## config.mk

```make
export PLATFORM = sky130hd
export DESIGN_NAME = pci_address_trap_monitor
export DESIGN_NICKNAME = d
export VERILOG_FILES = /design/src/core/pci_address_trap_monitor.v
export VERILOG_INCLUDE_DIRS = /design/src /design/src/core
export SDC_FILE = /design/constraint.sdc
export NUM_CORES = 1
export LEC_CHECK = 0
export BUFFER_PORTS_ARGS = -buffer_cell sky130_fd_sc_hd__buf_2
export CAP_MARGIN = 20
export CORE_ASPECT_RATIO = 0.5
export CORE_MARGIN = 2
export CORE_UTILIZATION = 57
export CTS_BUF_LIST = sky130_fd_sc_hd__clkbuf_8
export DETAILED_ROUTE_END_ITERATION = 10
export PLACE_DENSITY = 0.74
export REMOVE_ABC_BUFFERS = 1
export SKIP_CTS_REPAIR_TIMING = 1
export SLEW_MARGIN = 20
export SYNTH_ARGS = -nofsm -noshare
export SYNTH_HDL_FRONTEND = slang
export SYNTH_SLANG_ARGS = --single-unit
```

## constraint.sdc

```tcl
create_clock -name mclk_i -period 1.5 [get_ports mclk_i]
set_input_delay 0.075 -clock mclk_i [delete_from_list [all_inputs] [get_ports mclk_i]]
set_output_delay 0.075 -clock mclk_i [all_outputs]
set_load 0.01 [all_outputs]
```

## src/core/trap_regs.vh

```
// constants for the pci address trap monitor
`ifndef TRAP_REGS_VH
`define TRAP_REGS_VH

// ********************************************************************
// register offsets (byte addresses in configuration space)
// ********************************************************************
`define OFS_SERIAL_ADDR 8'ha0
`define OFS_SERIAL_MASK 8'ha4
`define OFS_AUDIO_ADDR_LO 8'ha8
`define OFS_AUDIO_ADDR_HI 8'hac
`define OFS_AUDIO_MASK 8'hb0
`define OFS_CARD_IO_ADDR 8'hb4
`define OFS_CARD_ONE_MEM 8'hb8
`define OFS_CARD_TWO_MEM 8'hbc
`define OFS_CARD_MASK 8'hc0
`define OFS_MON_ADDR_LO 8'hc4
`define OFS_MON_ADDR_HI 8'hc8
`define OFS_MON_MASK 8'hcc
`define OFS_FIRST_WORD 6'h28
`define REG_COUNT 12

// ********************************************************************
// register indices
// ********************************************************************
`define IDX_SERIAL_ADDR 4'h0
`define IDX_SERIAL_MASK 4'h1
`define IDX_AUDIO_ADDR_LO 4'h2
`define IDX_AUDIO_ADDR_HI 4'h3
`define IDX_AUDIO_MASK 4'h4
`define IDX_CARD_IO_ADDR 4'h5
`define IDX_CARD_ONE_MEM 4'h6
`define IDX_CARD_TWO_MEM 4'h7
`define IDX_CARD_MASK 4'h8
`define IDX_MON_ADDR_LO 4'h9
`define IDX_MON_ADDR_HI 4'ha
`define IDX_MON_MASK 4'hb
`define IDX_LAST 4'hb

// ********************************************************************
// reset values and writable bits
// ********************************************************************
`define RST_SERIAL_ADDR 32'h02f803f8
`define RST_SERIAL_MASK 32'h00000f0f
`define RST_AUDIO_ADDR_LO 32'h03300220
`define RST_AUDIO_ADDR_HI 32'h03880530
`define RST_AUDIO_MASK 32'h0707010f
`define RST_ZERO 32'h00000000
`define WR_ALL 32'hffffffff
`define WR_HALF 32'h0000ffff
`define WR_MEM_ADDR 32'hfffffc00

// ********************************************************************
// pci bus commands (c/be# during the address phase)
// ********************************************************************
`define CMD_IO_READ 4'h2
`define CMD_IO_WRITE 4'h3
`define CMD_MEM_READ 4'h6
`define CMD_MEM_WRITE 4'h7
`define CMD_MEM_READ_MULT 4'hc
`define CMD_MEM_READ_LINE 4'he
`define CMD_MEM_WRITE_INV 4'hf

// ********************************************************************
// comparator layout
// ********************************************************************
`define IO_CMP_COUNT 12
`define CMP_SERIAL_ONE 0
`define CMP_SERIAL_TWO 1
`define CMP_AUDIO_FIRST 2
`define CMP_CARD_ONE 6
`define CMP_CARD_TWO 7
`define CMP_MON_FIRST 8

`endif
```

## src/core/pci_address_trap_monitor.v

```verilog
// pci address trap monitor: snoops address phases, raises trap pulses
`include "trap_regs.vh"
`timescale 1ns/1ps
`default_nettype none

module pci_address_trap_monitor (
    input wire mclk_i, // pci clock, 50 mhz
    input wire rst_n_i, // asynchronous reset, active low
    input wire frame_n_i, // pci frame#, active low
    input wire [31:0] ad_i, // pci address/data
    input wire [3:0] cbe_n_i, // pci command / byte enables
    input wire [7:0] cfg_addr_i, // configuration register offset
    input wire cfg_wr_i, // configuration write strobe
    input wire cfg_rd_i, // configuration read strobe
    input wire [3:0] cfg_be_i, // configuration byte enables
    input wire [31:0] cfg_wdata_i, // configuration write data
    input wire [2:0] chip_select_zero_upper_mask_i, // monitor 3 bits 10:8
    input wire [2:0] chip_select_one_upper_mask_i, // monitor 4 bits 10:8
    output reg [31:0] cfg_rdata_o, // configuration read data
    output reg serial_one_trap_o, // serial port one trap pulse
    output reg serial_two_trap_o, // serial port two trap pulse
    output reg audio_trap_o, // audio trap pulse
    output reg card_one_trap_o, // card one trap pulse
    output reg card_two_trap_o, // card two trap pulse
    output reg [3:0] io_range_monitor_event_o // range monitor pulses
);

    // ****************************************************************
    // register file
    // ****************************************************************
    function [31:0] reset_val;
        input integer idx;
        begin
            case (idx)
                `IDX_SERIAL_ADDR: reset_val = `RST_SERIAL_ADDR;
                `IDX_SERIAL_MASK: reset_val = `RST_SERIAL_MASK;
                `IDX_AUDIO_ADDR_LO: reset_val = `RST_AUDIO_ADDR_LO;
                `IDX_AUDIO_ADDR_HI: reset_val = `RST_AUDIO_ADDR_HI;
                `IDX_AUDIO_MASK: reset_val = `RST_AUDIO_MASK;
                `IDX_CARD_IO_ADDR: reset_val = `RST_ZERO;
                `IDX_CARD_ONE_MEM: reset_val = `RST_ZERO;
                `IDX_CARD_TWO_MEM: reset_val = `RST_ZERO;
                `IDX_CARD_MASK: reset_val = `RST_ZERO;
                `IDX_MON_ADDR_LO: reset_val = `RST_ZERO;
                `IDX_MON_ADDR_HI: reset_val = `RST_ZERO;
                `IDX_MON_MASK: reset_val = `RST_ZERO;
                default: reset_val = `RST_ZERO;
            endcase
        end
    endfunction

    // reserved bits are never stored, so they always read back as zero
    function [31:0] write_mask;
        input integer idx;
        begin
            case (idx)
                `IDX_SERIAL_MASK: write_mask = `WR_HALF;
                `IDX_CARD_ONE_MEM: write_mask = `WR_MEM_ADDR;
                `IDX_CARD_TWO_MEM: write_mask = `WR_MEM_ADDR;
                `IDX_SERIAL_ADDR: write_mask = `WR_ALL;
                `IDX_AUDIO_ADDR_LO: write_mask = `WR_ALL;
                `IDX_AUDIO_ADDR_HI: write_mask = `WR_ALL;
                `IDX_AUDIO_MASK: write_mask = `WR_ALL;
                `IDX_CARD_IO_ADDR: write_mask = `WR_ALL;
                `IDX_CARD_MASK: write_mask = `WR_ALL;
                `IDX_MON_ADDR_LO: write_mask = `WR_ALL;
                `IDX_MON_ADDR_HI: write_mask = `WR_ALL;
                `IDX_MON_MASK: write_mask = `WR_ALL;
                default: write_mask = `WR_ALL;
            endcase
        end
    endfunction

    wire [31:0] be_bits;
    reg [3:0] reg_idx;
    reg reg_hit;

    // full-offset decode: unaligned and out-of-range offsets never hit
    always @* begin
        reg_hit = 1'b1;
        reg_idx = `IDX_SERIAL_ADDR;
        if (cfg_addr_i == `OFS_SERIAL_ADDR) begin
            reg_idx = `IDX_SERIAL_ADDR;
        end else if (cfg_addr_i == `OFS_SERIAL_MASK) begin
            reg_idx = `IDX_SERIAL_MASK;
        end else if (cfg_addr_i == `OFS_AUDIO_ADDR_LO) begin
            reg_idx = `IDX_AUDIO_ADDR_LO;
        end else if (cfg_addr_i == `OFS_AUDIO_ADDR_HI) begin
            reg_idx = `IDX_AUDIO_ADDR_HI;
        end else if (cfg_addr_i == `OFS_AUDIO_MASK) begin
            reg_idx = `IDX_AUDIO_MASK;
        end else if (cfg_addr_i == `OFS_CARD_IO_ADDR) begin
            reg_idx = `IDX_CARD_IO_ADDR;
        end else if (cfg_addr_i == `OFS_CARD_ONE_MEM) begin
            reg_idx = `IDX_CARD_ONE_MEM;
        end else if (cfg_addr_i == `OFS_CARD_TWO_MEM) begin
            reg_idx = `IDX_CARD_TWO_MEM;
        end else if (cfg_addr_i == `OFS_CARD_MASK) begin
            reg_idx = `IDX_CARD_MASK;
        end else if (cfg_addr_i == `OFS_MON_ADDR_LO) begin
            reg_idx = `IDX_MON_ADDR_LO;
        end else if (cfg_addr_i == `OFS_MON_ADDR_HI) begin
            reg_idx = `IDX_MON_ADDR_HI;
        end else if (cfg_addr_i == `OFS_MON_MASK) begin
            reg_idx = `IDX_MON_MASK;
        end else begin
            reg_hit = 1'b0;
        end
    end

    assign be_bits = {{8{cfg_be_i[3]}}, {8{cfg_be_i[2]}},
                      {8{cfg_be_i[1]}}, {8{cfg_be_i[0]}}};

    reg [31:0] regs_q [0:`REG_COUNT-1];

    genvar g;
    generate
        for (g = 0; g < `REG_COUNT; g = g + 1) begin : g_reg
            localparam [3:0] reg_slot = g;
            wire [31:0] keep;
            wire [31:0] wmask;
            assign wmask = write_mask(g);
            assign keep = be_bits & wmask;
            always @(posedge mclk_i or negedge rst_n_i) begin
                if (!rst_n_i) begin
                    regs_q[g] <= reset_val(g);
                end else if (cfg_wr_i && reg_hit &&
                             (reg_idx == reg_slot)) begin
                    regs_q[g] <= (regs_q[g] & ~keep) |
                                 (cfg_wdata_i & keep);
                end
            end
        end
    endgenerate

    // read data is held until the next read so software sees a stable word
    always @(posedge mclk_i or negedge rst_n_i) begin
        if (!rst_n_i) begin
            cfg_rdata_o <= `RST_ZERO;
        end else if (cfg_rd_i) begin
            if (reg_hit) begin
                cfg_rdata_o <= regs_q[reg_idx];
            end else begin
                cfg_rdata_o <= `RST_ZERO;
            end
        end
    end

    // ****************************************************************
    // address phase detection
    // ****************************************************************
    reg frame_prev_n_q;
    wire addr_phase;
    reg io_space;
    reg mem_space;

    always @(posedge mclk_i or negedge rst_n_i) begin
        if (!rst_n_i) begin
            frame_prev_n_q <= 1'b1;
        end else begin
            frame_prev_n_q <= frame_n_i;
        end
    end

    // every cycle on the bus is looked at; no target decode gates it
    assign addr_phase = frame_prev_n_q && !frame_n_i;

    // config, special and interrupt-acknowledge cycles never match
    always @* begin
        io_space = 1'b0;
        mem_space = 1'b0;
        case (cbe_n_i)
            `CMD_IO_READ: io_space = 1'b1;
            `CMD_IO_WRITE: io_space = 1'b1;
            `CMD_MEM_READ: mem_space = 1'b1;
            `CMD_MEM_WRITE: mem_space = 1'b1;
            `CMD_MEM_READ_MULT: mem_space = 1'b1;
            `CMD_MEM_READ_LINE: mem_space = 1'b1;
            `CMD_MEM_WRITE_INV: mem_space = 1'b1;
            default: begin
                io_space = 1'b0;
            end
        endcase
    end

    // ****************************************************************
    // io comparators
    // ****************************************************************
    wire [31:0] serial_addr = regs_q[`IDX_SERIAL_ADDR];
    wire [31:0] serial_mask = regs_q[`IDX_SERIAL_MASK];
    wire [31:0] audio_lo = regs_q[`IDX_AUDIO_ADDR_LO];
    wire [31:0] audio_hi = regs_q[`IDX_AUDIO_ADDR_HI];
    wire [31:0] audio_mask = regs_q[`IDX_AUDIO_MASK];
    wire [31:0] card_io = regs_q[`IDX_CARD_IO_ADDR];
    wire [31:0] card_mask = regs_q[`IDX_CARD_MASK];
    wire [31:0] mon_lo = regs_q[`IDX_MON_ADDR_LO];
    wire [31:0] mon_hi = regs_q[`IDX_MON_ADDR_HI];
    wire [31:0] mon_mask = regs_q[`IDX_MON_MASK];

    wire [15:0] cmp_addr [0:`IO_CMP_COUNT-1];
    wire [15:0] cmp_mask [0:`IO_CMP_COUNT-1];
    wire [`IO_CMP_COUNT-1:0] io_hit;

    // eight-bit masks are zero extended, so bits 15:8 compare exactly, except monitors 3 and 4, whose bits 10:8 come from the upper mask inputs
    assign cmp_addr[0] = serial_addr[15:0];
    assign cmp_mask[0] = {8'h00, serial_mask[7:0]};
    assign cmp_addr[1] = serial_addr[31:16];
    assign cmp_mask[1] = {8'h00, serial_mask[15:8]};
    assign cmp_addr[2] = audio_lo[15:0];
    assign cmp_mask[2] = {8'h00, audio_mask[7:0]};
    assign cmp_addr[3] = audio_lo[31:16];
    assign cmp_mask[3] = {8'h00, audio_mask[15:8]};
    assign cmp_addr[4] = audio_hi[15:0];
    assign cmp_mask[4] = {8'h00, audio_mask[23:16]};
    assign cmp_addr[5] = audio_hi[31:16];
    assign cmp_mask[5] = {8'h00, audio_mask[31:24]};
    assign cmp_addr[6] = card_io[15:0];
    assign cmp_mask[6] = {8'h00, card_mask[7:0]};
    assign cmp_addr[7] = card_io[31:16];
    assign cmp_mask[7] = {8'h00, card_mask[15:8]};
    assign cmp_addr[8] = mon_lo[15:0];
    assign cmp_mask[8] = {8'h00, mon_mask[7:0]};
    assign cmp_addr[9] = mon_lo[31:16];
    assign cmp_mask[9] = {8'h00, mon_mask[15:8]};
    assign cmp_addr[10] = mon_hi[15:0];
    assign cmp_mask[10] = {5'h00, chip_select_zero_upper_mask_i,
                           mon_mask[23:16]};
    assign cmp_addr[11] = mon_hi[31:16];
    assign cmp_mask[11] = {5'h00, chip_select_one_upper_mask_i,
                           mon_mask[31:24]};

    generate
        for (g = 0; g < `IO_CMP_COUNT; g = g + 1) begin : g_io_cmp
            // set mask bits force both sides high, so they never differ
            assign io_hit[g] = io_space &&
                ((ad_i[15:0] | cmp_mask[g]) ==
                 (cmp_addr[g] | cmp_mask[g]));
        end
    endgenerate

    // ****************************************************************
    // card memory comparators
    // ****************************************************************
    wire [21:0] mem_one_mask = {14'h0000, card_mask[23:16]};
    wire [21:0] mem_two_mask = {14'h0000, card_mask[31:24]};
    wire [21:0] mem_one_addr = regs_q[`IDX_CARD_ONE_MEM][31:10];
    wire [21:0] mem_two_addr = regs_q[`IDX_CARD_TWO_MEM][31:10];
    wire mem_one_hit;
    wire mem_two_hit;

    assign mem_one_hit = mem_space &&
        ((ad_i[31:10] | mem_one_mask) ==
         (mem_one_addr | mem_one_mask));
    assign mem_two_hit = mem_space &&
        ((ad_i[31:10] | mem_two_mask) ==
         (mem_two_addr | mem_two_mask));

    // ****************************************************************
    // event pulses
    // ****************************************************************
    // events are registered so downstream interrupt and timer logic
    // sees a clean one-cycle pulse one edge after the address phase
    always @(posedge mclk_i or negedge rst_n_i) begin
        if (!rst_n_i) begin
            serial_one_trap_o <= 1'b0;
        end else begin
            serial_one_trap_o <= addr_phase &&
                io_hit[`CMP_SERIAL_ONE];
        end
    end

    always @(posedge mclk_i or negedge rst_n_i) begin
        if (!rst_n_i) begin
            serial_two_trap_o <= 1'b0;
        end else begin
            serial_two_trap_o <= addr_phase &&
                io_hit[`CMP_SERIAL_TWO];
        end
    end

    // the four audio windows share one event; software cannot tell which
    always @(posedge mclk_i or negedge rst_n_i) begin
        if (!rst_n_i) begin
            audio_trap_o <= 1'b0;
        end else begin
            audio_trap_o <= addr_phase &&
                (|io_hit[`CMP_AUDIO_FIRST+3:`CMP_AUDIO_FIRST]);
        end
    end

    always @(posedge mclk_i or negedge rst_n_i) begin
        if (!rst_n_i) begin
            card_one_trap_o <= 1'b0;
        end else begin
            card_one_trap_o <= addr_phase &&
                (io_hit[`CMP_CARD_ONE] || mem_one_hit);
        end
    end

    always @(posedge mclk_i or negedge rst_n_i) begin
        if (!rst_n_i) begin
            card_two_trap_o <= 1'b0;
        end else begin
            card_two_trap_o <= addr_phase &&
                (io_hit[`CMP_CARD_TWO] || mem_two_hit);
        end
    end

    always @(posedge mclk_i or negedge rst_n_i) begin
        if (!rst_n_i) begin
            io_range_monitor_event_o <= 4'h0;
        end else begin
            io_range_monitor_event_o <= {4{addr_phase}} &
                io_hit[`CMP_MON_FIRST+3:`CMP_MON_FIRST];
        end
    end

endmodule // pci_address_trap_monitor

`default_nettype wire

```

==> flow_summary_export.csv <==
group,metric,value,unit
timing,setup_viol,10,
setup_path,worstPathCellList,"xnor2_1, nand4_1, nor4_2, buf_4, a22oi_1, a21oi_2",
logic_synthesis,yosysSeqAreaShare,45.9,%
setup_path,cp.required,2040,ps
logic_synthesis,synth.distinct_cells,64,
job,drv_cap,0,
logic_synthesis,syn_avg_cell_area,11.6,sq um
timing,rsz0062_at_grt,"true",
setup_path,crit_buf_inv,1,
timing,fmax,0.574,GHz
setup_path,r2r-end,"audio_trap_o",
logic_synthesis,synth_xor_area_share,9.67,%
timing,fin_crit,1740,ps
timing,maxSlewViolCount,0,
setup_path,worst-setup-path-type,"reg2reg",
timing,timing.final.crit_share,116,%
floorplan,num_io_pins,132,
setup_path,arrival,2280,ps
setup_path,reg2reg_depth,6,
clocking,path_clk_slew,70,ps
cells_and_area,fin_util,74.3,%
cells_and_area,register_area,0.00982,sq mm
timing,slew_headroom,58.9,%
global_route,grt_max_degree,58,
clocking,cts_tree,"done",
placed_design,hpwl,55500,um
drt,routedWlPerCell,27.2,um
logic_synthesis,netlist_area,0.0214,sq mm
pwr,p_per_area,859,mW/mm^2
clocking,cts_buffers,56,
logic_synthesis,synthAdderAreaFrac,0,%
logic_synthesis,synth_compound_area_share,11.0,%
pwr,p_leak,12.7,nW
setup_path,cp.depth,6,
setup_path,max_stage_delay,540,ps
setup_path,crit_end,"audio_trap_o",
floorplan,die_area,0.0391,sq mm
floorplan,core-area,0.0372,sq mm
drt,wl,77000,um
global_route,grt.overflow.total,0,
cells_and_area,final_layout_size_suffix_gt1_share,48.4,%
timing,hold_violations,1,
logic_synthesis,synth_top_family_by_area,"multiplexers",
global_route,grt_pass1_vias,17621,
cells_and_area,fin_nets,2389,
min_path,hold_class,"in2reg",
timing,finalHoldWorstSlack,-15.5,ps
floorplan,die_x,278,um
drt,drt_iter0_drc,2262,
placed_design,portBuffers,131,
logic_synthesis,yosys.area_share.simple,7.28,%
floorplan,core.rowCount,50,
logic_synthesis,async_flop_share,100,%
timing,worst_pin_slew,612,ps
floorplan,initial_core_util,57.5,%
cells_and_area,syn2layout_area_growth,29.2,%
clocking,ctsHtreeMaxLevel,2,
global_route,grtUsageTotal,38.4,%
clocking,clk_latency,640,ps
setup_path,cpLargestDelayFamily,"flip-flops",
logic_synthesis,synth_ff_type,"dfrtp_1",
logic_synthesis,synthMuxAreaShare,22.8,%
setup_path,reg2reg_setup_slack,-240,ps
floorplan,dieHeight,141,um
drt,vias,18017,
logic_synthesis,netlist_instances,1844,
outcome,status,"finished, violations left",
cells_and_area,final_cells,2836,
placed_design,gp_congestion,0.964,
global_route,antenna_found_initial,2,
timing,skew,26.2,ps
setup_path,worstPathMaxFanout,2,
drt,drc,0,
logic_synthesis,synth-edff-count,0,
outcome,violations,"hold timing, setup timing",
global_route,grt_pass1_wl,111000,um
cells_and_area,multi_input_area,0.0115,sq mm
setup_path,cp_slowest_cell,"dfstp_2",
drt,drtAntennaViolNets,0,
drt,dr.pass1.iters,5,
clocking,cts_max_path_buffers,3,
clocking,root_buffer,"clkbuf_8",
setup_path,start_kind,"flip-flop",
drt,vias_per_cell,6.35,
placed_design,dp_cells,2687,
cells_and_area,fillers,2492,
logic_synthesis,yosys_warnings,0,
pwr,ir_worst_vdd,0.000608,V
setup_path,end_kind,"flip-flop",
clocking,clock_sinks,390,
logic_synthesis,synth-seq-cells,390,
timing,worst_slack,-242,ps
Yosys cell counts (15+ instances only):
master / count / area (sq um)
dfstp_2: 47 / 1230
buf_2: 42 / 210
a221oi_1: 17 / 149
nor4_1: 26 / 163
buf_1: 19 / 71.3
clkbuf_1: 69 / 259
xnor2_1: 196 / 1720
a31oi_1: 16 / 100
o22ai_1: 57 / 357
o2111ai_1: 27 / 236
nor2b_1: 19 / 119
nand3_1: 25 / 125
o32a_1: 15 / 150
nor2_1: 39 / 146
nand4_1: 19 / 119
mux2_2: 344 / 3870
or2_2: 17 / 106
a2bb2oi_1: 15 / 131
inv_1: 30 / 113
mux2i_1: 77 / 771
xor2_1: 40 / 350
a21oi_1: 44 / 220
o32ai_1: 15 / 131
o21ai_0: 70 / 350
nand2_1: 86 / 323
dfrtp_1: 343 / 8580
how the worst min path moves through the flow:
stage,depth (start not counted),start,to,slack [ps]
2_1_floorplan,0,rst_n_i,asynchronous set/reset pin,-220
3_3_place_gp,1,rst_n_i,asynchronous set/reset pin,7
3_5_place_dp,1,rst_n_i,asynchronous set/reset pin,6
4_1_cts,1,rst_n_i,asynchronous set/reset pin,-660
5_1_grt,2,cfg_wdata_i[10],flip-flop,0.7
6_report,6,cbe_n_i[2],card_two_trap_o,-20
through the flow:
step / setup WS, ps / area, sq um / TNS, ps / power, mW
after floorplan: -1290 / 20800 / -252800 / 12.8
after global placement: -1060 / 25300 / -204460 / 14.7
after detailed placement: -1080 / 25300 / -210140 / 14.8
after CTS: -650 / 26400 / -43340 / 23.3
after global routing: -250 / 27600 / -1740 / 24.3
final: -242 / 27600 / -1150 / 23.7
logic make-up after synthesis:
family          Yosys count
compound gates          336
xor+xnor                236
simple gates            281
mux                     434
buf+inv                 167
flops                   390
worst reg2reg max path: cells and delay by family, from the launching register on:
family,cells,cell delay (ps)
XOR/XNOR,1,110
AO/OA/AOI/OAI,2,280
AND/OR/NAND/NOR,2,510
buffers and inverters,1,200
flip-flops,1,540
final cells by class:
type | count | share of cell area, %
flip-flops and latches | 390 | 35.6
clock buffers | 71 | 3.54
diodes | 1 | 0.00907
clock inverters | 30 | 0.471
repair buffers | 532 | 15.9
well taps | 494 | 2.24
multi-input cells | 1287 | 41.8
inverters | 31 | 0.422
routing by layer:
layer  part of all wire [%]  vias up  track usage, %
met5                  0.014        -               0
met3                     12      202            12.5
met2                     43     1122            56.3
li1                       -     7637               -
met1                     41     9054            53.6
met4                    3.3        2            13.5
cell usage in the layout, fill, tap and decap left out, types with 18 or more instances in the layout:
master,n
a21oi_1,41
buf_12,47
buf_2,128
buf_4,310
clkbuf_8,71
dfrtp_1,341
dfstp_2,47
dlygate4sd3_1,40
inv_1,48
mux2_2,344
mux2i_1,69
nand2_1,86
nand3_1,23
nand4_1,19
nor2_1,36
nor2b_1,18
nor4_2,19
o2111ai_1,20
o21ai_0,63
o22ai_1,49
xnor2_1,180
xor2_1,40
report_power, final:
| part | leakage [nW] | total (mW) | internal (mW) | switching (mW) |
|---|---|---|---|---|
| combinational | 6.94 | 3.67 | 1.68 | 1.99 |
| sequential | 5.16 | 11.4 | 11.0 | 0.393 |
| clock | 0.650 | 8.68 | 4.25 | 4.44 |
No activity file was read; power rests on OpenSTA's default activity.
